### src/hw/ptbc_cfg.svh
// Register map, field positions and reset values of the PWM time base control block.
`ifndef PTBC_CFG_SVH
`define PTBC_CFG_SVH

// Register word addresses.
`define PTBC_ADDR_CTRL 4'h0
`define PTBC_ADDR_DIV 4'h1
`define PTBC_ADDR_STAT 4'h2
`define PTBC_ADDR_MASK 4'h3
`define PTBC_ADDR_PER 4'h4
`define PTBC_ADDR_SEV 4'h5
`define PTBC_ADDR_CNT 4'h6

// Control register fields.
`define PTBC_B_EN 15
`define PTBC_B_IDLE 13
`define PTBC_B_PEND 12
`define PTBC_B_SPECIAL_EVENT_IRQ_ENABLE 11
`define PTBC_B_IMM 10
`define PTBC_B_POL 9
`define PTBC_B_SOEN 8
`define PTBC_B_EXTERNAL_SYNC_ENABLE 7
`define PTBC_CTRL_WMASK 16'hAF80
`define PTBC_CTRL_RST 16'h0000

// Divider register.
`define PTBC_DIV_W 3
`define PTBC_DIV_RST 3'h0
`define PTBC_DIV_RSVD 3'h7

// Interrupt status and mask bits.
`define PTBC_IRQ_W 3
`define PTBC_IRQ_BOUND 0
`define PTBC_IRQ_SEV 1
`define PTBC_IRQ_SYNC 2

`endif

### src/hw/ptbc_pkg.sv
// State types of the PWM time base control block.
package ptbc_pkg;

    typedef struct packed {
        logic [5:0] cnt;
        logic tick;
    } ptbc_pres_t;

    typedef struct packed {
        logic s1;
        logic s2;
        logic prev;
        logic pulse;
    } ptbc_sync_t;

    typedef struct packed {
        logic [15:0] ctrl;
        logic [2:0] clk_div;
        logic [15:0] period_buf;
        logic [15:0] period_act;
        logic [15:0] sev_cmp;
        logic [15:0] count;
        logic pending;
        logic [2:0] status;
        logic [2:0] mask;
        logic [15:0] rdata;
        logic irq;
        logic se_irq;
        logic sync_out;
        logic sync_oe;
        logic boundary;
    } ptbc_state_t;

endpackage : ptbc_pkg

### src/hw/ptbc_prescaler.sv
// Input clock divider that issues one-cycle count enables for the time base.
`timescale 1ns/100ps
`default_nettype none
`include "ptbc_cfg.svh"
module ptbc_prescaler (
    // Clock and reset.
    input wire logic ref_clk_in,
    input wire logic rst_b_in,
    // Control.
    input wire logic run_in,
    input wire logic [2:0] code_in,
    // Enable pulse.
    output logic tick_out
);
    ptbc_pkg::ptbc_pres_t q;
    ptbc_pkg::ptbc_pres_t next_q;
    logic [6:0] span;
    logic [5:0] limit;

    always_comb begin
        span = 7'h01 << code_in;
        limit = span[5:0] - 6'h01;
        next_q = q;
        next_q.tick = 1'b0;
        // The reserved code stops the enables rather than guess a ratio.
        if (!run_in || code_in == `PTBC_DIV_RSVD) begin
            next_q.cnt = 6'h00;
        end else if (q.cnt == limit) begin
            next_q.cnt = 6'h00;
            next_q.tick = 1'b1;
        end else begin
            next_q.cnt = q.cnt + 6'h01;
        end
    end

    always_ff @(posedge ref_clk_in) begin
        if (!rst_b_in) begin
            q <= '0;
        end else begin
            q <= next_q;
        end
    end

    assign tick_out = q.tick;
endmodule : ptbc_prescaler
`default_nettype wire

### src/hw/ptbc_sync_in.sv
// Synchroniser and active-edge detector for the external sync input pin.
`timescale 1ns/100ps
`default_nettype none
module ptbc_sync_in (
    // Clock and reset.
    input wire logic ref_clk_in,
    input wire logic rst_b_in,
    // Pin and polarity.
    input wire logic pin_in,
    input wire logic polarity_in,
    // One-cycle pulse on the active edge.
    output logic pulse_out
);
    ptbc_pkg::ptbc_sync_t q;
    ptbc_pkg::ptbc_sync_t next_q;
    logic active;

    always_comb begin
        next_q = q;
        next_q.s1 = pin_in;
        next_q.s2 = q.s1;
        active = q.s2 ^ polarity_in;
        next_q.prev = active;
        next_q.pulse = active & ~q.prev;
    end

    always_ff @(posedge ref_clk_in) begin
        if (!rst_b_in) begin
            q <= '0;
        end else begin
            q <= next_q;
        end
    end

    assign pulse_out = q.pulse;
endmodule : ptbc_sync_in
`default_nettype wire

### src/hw/ptbc_top.sv
// Primary PWM time base: registers, divider, period count, sync and special event logic.
//
// The implementer's own choices: the register addresses and the address-and-strobe port.
`timescale 1ns/100ps
`default_nettype none
`include "ptbc_cfg.svh"
module ptbc_top (
    // Clock and reset.
    input wire logic ref_clk_in,
    input wire logic rst_b_in,
    // Register port.
    input wire logic [3:0] addr_in,
    input wire logic [15:0] wdata_in,
    input wire logic wr_in,
    input wire logic rd_in,
    output logic [15:0] rdata_out,
    // System status and acknowledge.
    input wire logic cpu_idle_in,
    input wire logic se_ack_in,
    // External sync pins.
    input wire logic sync_input_in,
    output logic sync_output_out,
    output logic sync_output_oe_out,
    // Time base outputs.
    output logic cycle_start_out,
    output logic module_enable_out,
    output logic [15:0] count_out,
    // Interrupts.
    output logic irq_out,
    output logic se_irq_out
);
    ptbc_pkg::ptbc_state_t q;
    ptbc_pkg::ptbc_state_t next_q;

    logic tick;
    logic sync_pulse;
    logic module_enable;
    logic idle_stop;
    logic immediate_period_update;
    logic sync_polarity;
    logic sync_output_enable;
    logic external_sync_enable;
    logic running;
    logic restart;
    logic wrap;
    logic sev_hit;
    logic [2:0] events;
    logic [15:0] read_value;

    assign module_enable = q.ctrl[`PTBC_B_EN];
    assign idle_stop = q.ctrl[`PTBC_B_IDLE];
    assign immediate_period_update = q.ctrl[`PTBC_B_IMM];
    assign sync_polarity = q.ctrl[`PTBC_B_POL];
    assign sync_output_enable = q.ctrl[`PTBC_B_SOEN];
    assign external_sync_enable = q.ctrl[`PTBC_B_EXTERNAL_SYNC_ENABLE];

    // Idle stop freezes the count but clears the divider to zero, so the divider phase is lost.
    assign running = module_enable && !(idle_stop && cpu_idle_in);

    ptbc_prescaler u_prescaler (
        .ref_clk_in(ref_clk_in),
        .rst_b_in(rst_b_in),
        .run_in(running),
        .code_in(q.clk_div),
        .tick_out(tick)
    );

    ptbc_sync_in u_sync_in (
        .ref_clk_in(ref_clk_in),
        .rst_b_in(rst_b_in),
        .pin_in(sync_input_in),
        .polarity_in(sync_polarity),
        .pulse_out(sync_pulse)
    );

    // An external sync edge restarts the period at once, independent of the divider.
    // This only works cleanly if the programmed period outlasts the incoming one.
    assign restart = module_enable && external_sync_enable && sync_pulse;
    assign wrap = running && tick && (q.count >= q.period_act);
    assign sev_hit = running && tick && (q.count == q.sev_cmp);
    assign events = {restart, sev_hit, restart | wrap};

    always_comb begin
        read_value = 16'h0000;
        unique case (addr_in)
            `PTBC_ADDR_CTRL: begin
                read_value = q.ctrl & `PTBC_CTRL_WMASK;
                read_value[`PTBC_B_PEND] = q.pending;
            end
            `PTBC_ADDR_DIV: read_value = {13'h0000, q.clk_div};
            `PTBC_ADDR_STAT: read_value = {13'h0000, q.status};
            `PTBC_ADDR_MASK: read_value = {13'h0000, q.mask};
            `PTBC_ADDR_PER: read_value = q.period_buf;
            `PTBC_ADDR_SEV: read_value = q.sev_cmp;
            `PTBC_ADDR_CNT: read_value = q.count;
            default: read_value = 16'h0000;
        endcase
    end

    always_comb begin
        next_q = q;
        next_q.rdata = rd_in ? read_value : 16'h0000;
        next_q.boundary = 1'b0;

        // Register writes; the pending bit is not software storage.
        if (wr_in) begin
            unique case (addr_in)
                `PTBC_ADDR_CTRL: next_q.ctrl = wdata_in & `PTBC_CTRL_WMASK;
                `PTBC_ADDR_DIV: next_q.clk_div = wdata_in[2:0];
                `PTBC_ADDR_MASK: next_q.mask = wdata_in[2:0];
                `PTBC_ADDR_PER: next_q.period_buf = wdata_in;
                `PTBC_ADDR_SEV: next_q.sev_cmp = wdata_in;
                default: next_q.ctrl = q.ctrl;
            endcase
        end

        // Period count.
        if (!module_enable) begin
            next_q.count = 16'h0000;
            next_q.period_act = q.period_buf;
        end else begin
            if (restart || wrap) begin
                next_q.count = 16'h0000;
                next_q.boundary = 1'b1;
                next_q.period_act = q.period_buf;
            end else if (running && tick) begin
                next_q.count = q.count + 16'h0001;
            end
            if (immediate_period_update) begin
                next_q.period_act = q.period_buf;
            end
        end

        // Hardware clears the pending flag on acknowledge; a new hit wins.
        if (se_ack_in) begin
            next_q.pending = 1'b0;
        end
        if (sev_hit) begin
            next_q.pending = 1'b1;
        end

        // Sticky status cleared by its read; a same-cycle event stays set.
        if (rd_in && addr_in == `PTBC_ADDR_STAT) begin
            next_q.status = 3'h0;
        end
        next_q.status = next_q.status | events;

        next_q.irq = |(q.status & q.mask);
        next_q.se_irq = q.pending && q.ctrl[`PTBC_B_SPECIAL_EVENT_IRQ_ENABLE];

        // Sync output pulses one cycle per boundary; idle level follows polarity.
        next_q.sync_oe = sync_output_enable;
        next_q.sync_out = (sync_output_enable && (restart || wrap)) ^ sync_polarity;
    end

    always_ff @(posedge ref_clk_in) begin
        if (!rst_b_in) begin
            q <= '0;
        end else begin
            q <= next_q;
        end
    end

    assign rdata_out = q.rdata;
    assign sync_output_out = q.sync_out;
    assign sync_output_oe_out = q.sync_oe;
    assign cycle_start_out = q.boundary;
    assign module_enable_out = q.ctrl[`PTBC_B_EN];
    assign count_out = q.count;
    assign irq_out = q.irq;
    assign se_irq_out = q.se_irq;
endmodule : ptbc_top
`default_nettype wire

### config.mk
export PLATFORM = sky130hd
export DESIGN_NAME = ptbc_top
export DESIGN_NICKNAME = d
export VERILOG_FILES = /design/src/hw/ptbc_pkg.sv /design/src/hw/ptbc_prescaler.sv /design/src/hw/ptbc_sync_in.sv /design/src/hw/ptbc_top.sv
export VERILOG_INCLUDE_DIRS = /design/src /design/src/hw
export SDC_FILE = /design/constraint.sdc
export NUM_CORES = 1
export LEC_CHECK = 0
export CORE_MARGIN = 4
export CORE_UTILIZATION = 40
export DETAILED_ROUTE_END_ITERATION = 10
export DONT_BUFFER_PORTS = 1
export PLACE_DENSITY = 0.67
export SYNTH_ARGS = -nofsm -noshare
export SYNTH_HDL_FRONTEND = slang
export SYNTH_SLANG_ARGS = --single-unit
### constraint.sdc
create_clock -name ref_clk_in -period 2.1 [get_ports ref_clk_in]
set_input_delay 0.105 -clock ref_clk_in [delete_from_list [all_inputs] [get_ports ref_clk_in]]
set_output_delay 0.105 -clock ref_clk_in [all_outputs]
set_load 0.005 [all_outputs]
**Word level (Yosys, flattened, before mapping)**

Index checks and enable logic that the tools add are counted.

- Mux-type cells: 9
- Shifts and indexed selects: 1
- Equal/unequal tests: 10
- Reductions and logical operators: 27
- $add $sub $neg: 3
- Bitwise operators: 9
- Order comparisons: 1

Operators with widths:

| cell | count |
|---|---|
| $pmux 16 s7 | 1 |
| $mux 16 | 3 |
| $add 16x1->16 const B | 1 |
| $eq 16x16->1 | 1 |
| $ge 16x16->1 | 1 |
| $reduce_and 2->1 | 7 |
| $eq 4x3->1 const B | 3 |
| $logic_and 1x1->1 | 10 |
| $reduce_or 3->1 | 3 |
| $eq 4x2->1 const B | 2 |
| $add 6x1->6 const B | 1 |
| $eq 6x6->1 | 1 |
| $shl 1x3->6 const A | 1 |
| $sub 6x1->6 const B | 1 |
| $eq 4x1->1 const B | 1 |
| $logic_not 4->1 | 1 |
| $mux 1 | 4 |
| $and 3x3->3 | 1 |
| $eq 3x3->1 const B | 1 |
| $mux 3 | 1 |
| $ne 3x2->1 const B | 1 |
| $not 1->1 | 3 |
| $or 3x3->3 | 1 |
| $logic_not 1->1 | 2 |
| 6 further kinds | 8 |

- Input port bits: 27
- Register bits: 113
- Word-level logic and storage cells: 81

**Logic depth before layout (Yosys ltp)**

- Word-level depth: 9
- Mapped depth: 9

**Modules after synthesis**

A second synthesis with hierarchy kept.

- Cells, all modules: 642
- Area total of the unflattened synthesis: 5584.1 um2

Modules (own cells, without submodules):

| module | sequential area each (um2) | times used | cells each | area each (um2) |
|---|---|---|---|---|
| ptbc_top | 2042.0 | 1 | 583 | 5039.8 |
| ptbc_prescaler | 140.1 | 1 | 50 | 426.7 |
| ptbc_sync_in | 80.1 | 1 | 9 | 117.6 |

**Worst setup path before layout**

No wires, ideal clock.

- Kind: register -> register
- From: register q, in the netlist count_out[0]
- To: register q[62] in the netlist's numbering
- Data arrival time: 2.091 ns
- Buffers on the path: 2
- Path slack: -0.063 ns
- Library setup time: 0.072 ns
- Data required time: 2.028 ns
- Clock period less this slack: 2.163 ns
- Cell stages (with the launch flop): 10
- Cells stage by stage: dfxtp_1 -> inv_1 -> ha_1 -> nand2b_4 -> a2111o_1 -> a31oi_4 -> a22o_1 -> buf_6 -> buf_12 -> mux2i_1

- Word-level cells in the longest chain between the ends: 4

Ends and longest elaborated chain:

| element | RTL line | text |
|---|---|---|
| from (decl) | ptbc_top.sv:32 | `ptbc_pkg::ptbc_state_t q;` |
| from (signal assigned) | ptbc_top.sv:160 | `q <= next_q;` |
| $ge 16x16->1 | ptbc_top.sv:79 | `assign wrap = running && tick && (q.count >= q.period_act);` |
| $logic_and 1x1->1 | ptbc_top.sv:79 |  |
| $logic_or 1x1->1 | ptbc_top.sv:122 | `if (restart \|\| wrap) begin` |
| $ne 3x2->1 (no line) | n/a |  |

No other way between the ends.
A chain may end at the register's enable or synchronous reset.

**Final worst setup path**

- From: register q[67] in the netlist's numbering
- To: register q, in the netlist count_out[6]

- Word-level cells in the longest chain between the ends: 4

Ends and longest elaborated chain:

| element | RTL line |
|---|---|
| $ge 16x16->1 | ptbc_top.sv:79 |
| $logic_and 1x1->1 | ptbc_top.sv:79 |
| $logic_or 1x1->1 | ptbc_top.sv:122 |
| $reduce_or 3->1 (no line) | n/a |

No other way between the ends.

==> out/metrics.cfg <==
[sta]
finalHoldViolCount = 0
setup_violations = 0
period_needed_ps = 2060
finClkSkew_ps = 10.9
post-route-period-util = 0.979
clock.fmax_mhz = 486
worst_pin_slew_ps = 1140
maxSlewViolCount = 0
slew-limit-headroom = 0.241
fin_ws_ps = 43.7

[final_layout]
final-seq-area_um2 = 2270
final_util = 0.498
fill_cells = 1216
final_cells = 849
layout_commonest_cell = nand2_1
final_nets = 703
multi_input_area_um2 = 3110
drive_gt1_frac = 0.191
antennaDiodeCount = 0
area_delta_synth_final_pct = 22.8
final_cell_mix = nand2_1 (132), dfxtp_1 (104), a21boi_0 (43), buf_4 (30), xnor2_1 (28)

[route]
firstDrtPassIters = 5
drc = 0
antenna_left = 0
drt_iter0_drc = 419
wl_mm = 15.7
vias_per_cell = 5.56
wl_per_cell_um = 18.5
dr_total_vias = 4723

[power]
power.density_nw_per_um2 = 749
ir_worst_vdd_mv = 0.613
power_mw = 5.16
p_leak_nw = 2.29

[min_path]
min_to = q[25]
min_from = rd_in
hp-class = input pin to flip-flop
hold_path_depth = 3

[setup_path]
reg2reg_depth = 10
slowest_stage = dfxtp_1
reg2reg_slack_ps = 40
cp_slowest_stage_delay_ps = 330
crit_arrival_ps = 2310
r2r_start = q[67]
start_kind = flip-flop
end_kind = flip-flop
critPathRequiredTime_ps = 2350
path_class = flip-flop to flip-flop
cp_max_fo = 5
path_cells = inv_1 -> ha_4 -> a21oi_1 -> a311oi_1 -> buf_4 -> a31oi_4 -> buf_6 -> a21oi_4 -> clkbuf_16 -> nor3_2
reg2reg_to = count_out[6]

[logic_synthesis]
syn_area_per_cell_um2 = 8.70
synth.net_count = 690
synth_adder_area_share = 0.0401
synth_top_area_frac = 0.403
yosys_warnings = 0
ys.flop_type = dfxtp_1
synthSimpleGateAreaFrac = 0.214
synth_top_family_by_area = simple AND/OR/NAND/NOR gates
ys_async_sr_fraction = 0
synth_seq_area_share = 0.403
synth_xor_xnor_area_share = 0.0562
muxShareOfSynthArea = 0.0430
synth_cells = 645
synth-compound-area-share = 0.149
synth_top_area_cell = dfxtp_1
synth_area_um2 = 5610
yosys-top-cells-area = dfxtp_1 (40%), nand2_1 (8.8%), a21boi_0 (5.8%), buf_4 (4.5%), xnor2_1 (4.4%)
netlist-cell-type-count = 57
synth-edff-count = 0
ys_ff_latch = 113

[clocking]
clk_latency_ps = 420
cts_max_path_buffers = 2
cts_sinks = 113
cts-root-buf = clkbuf_16
cts_buffers = 17
h-tree-depth = 4
clk_pin_slew_worst_paths_ps = 50
cts_tree = done

[floorplan]
ios = 65
dieArea_um2 = 16000
rows = 43
dieHeight_um = 126
fp.coreArea_um2 = 13800
start_util = 0.406
chipWidth_um = 126

[grt]
overflow = 0
grt_pass1_wl_mm = 24.2
grt_usage = 0.193
antenna_found_initial = 0
grt_pass1_vias = 4452
grt_max_degree = 90

[place]
pre_cts_slack_ps = -126
dp.cells = 786
io_buffers = 0
hpwl_mm = 10.4
gp_congestion = 0.852

[status]
status = finished clean

[flow_run]
maxCapViolCount = 0

## report_power, final
part	switching, mW	total (mW)	internal, mW
clock network	1.00	2.78	1.78
logic	0.110	0.204	0.0943
registers	0.0142	2.18	2.16
## state kept, by name, indices dropped and copies added (netlist names), 2 cells and up
name,count
count_out,16
u_prescaler.q,6
q,60
u_sync_in.q,2
rdata_out,16
## worst max-delay path, delay by kind of cell, from the launching register on
| kind | cells | cell delay (ps) |
|---|---|---|
| DFF | 1 | 330 |
| AOI/OAI and AO/OA | 4 | 650 |
| adders and majority gates | 1 | 290 |
| buffers and inverters | 4 | 590 |
| and+or+nand+nor | 1 | 40 |
## cell families after synthesis
group | Yosys count
xor gates and xnor gates | 36
adders and majority gates | 18
muxes | 24
DFF | 113
buffers and inverters | 91
AOI/OAI and AO/OA | 114
and+or+nand+nor | 249
## how the worst max path moves through the flow
stage / startpoint / to / slack, ps
after floorplan: count_out[0] / q[62] / 3
after global placement: q[73] / cycle_start_out / -60
after detailed placement: q[75] / cycle_start_out / -130
after CTS: q[70] / cycle_start_out / -5
after global routing: q[74] / count_out[8] / -40
final: q[67] / count_out[6] / 40
## through the flow
step                      instance area, µm²  hold slack [ps]  setup TNS [ps]
final                                   6890             25.0               0
after global routing                    6890             27.4            -288
after CTS                               6540             6.44           -4.70
after detailed placement                5630              237           -1640
after global placement                  5630              237            -649
after floorplan                         5610              232               0
## synth_stat cells, types with 2 or more instances
cell / count
clkbuf_1: 22
a22oi_1: 24
buf_4: 34
inv_1: 23
xnor2_1: 28
a31oi_4: 2
and2_4: 2
a21boi_1: 3
buf_6: 3
nor3_1: 29
mux2i_1: 23
o21ai_0: 3
nor4_1: 3
and2_1: 9
nand2b_1: 5
and3_1: 4
o211ai_1: 2
dfxtp_1: 113
a21boi_0: 43
buf_2: 6
nand2_1: 132
nand2b_4: 2
nand3_1: 22
nor2b_1: 6
nand4b_1: 2
a21oi_1: 22
xor2_1: 8
nand4_1: 12
a222oi_1: 2
nor2_1: 11
a221oi_1: 2
ha_1: 18
## what timing repair did
action,in CTS,in global routing
pin swaps,4,22
endpoints found under the hold margin,75,0
cloned,1,3
setup buffers,3,3
hold buffers,24,0
resized for setup,5,54
setup endpoints to repair,23,35
## cell type report
class                           instances  area share
Clock buffer                           19      0.0658
Clock inverter                         11      0.0167
Inverter                               23      0.0125
Multi-Input combinational cell        441       0.451
Sequential cell                       113       0.330
Tap cell                              180      0.0327
Timing Repair Buffer                   62      0.0908
## layer usage
layer | GRT usage | part of all wire | up-vias
li1 | - | - | 2221
met1 | 0.259 | 0.43 | 2267
met2 | 0.291 | 0.46 | 217
met3 | 0.0606 | 0.097 | 18
met4 | 0.0732 | 0.015 | 0
met5 | 0 | 0 | -
Power figures use the tool's default switching activity.
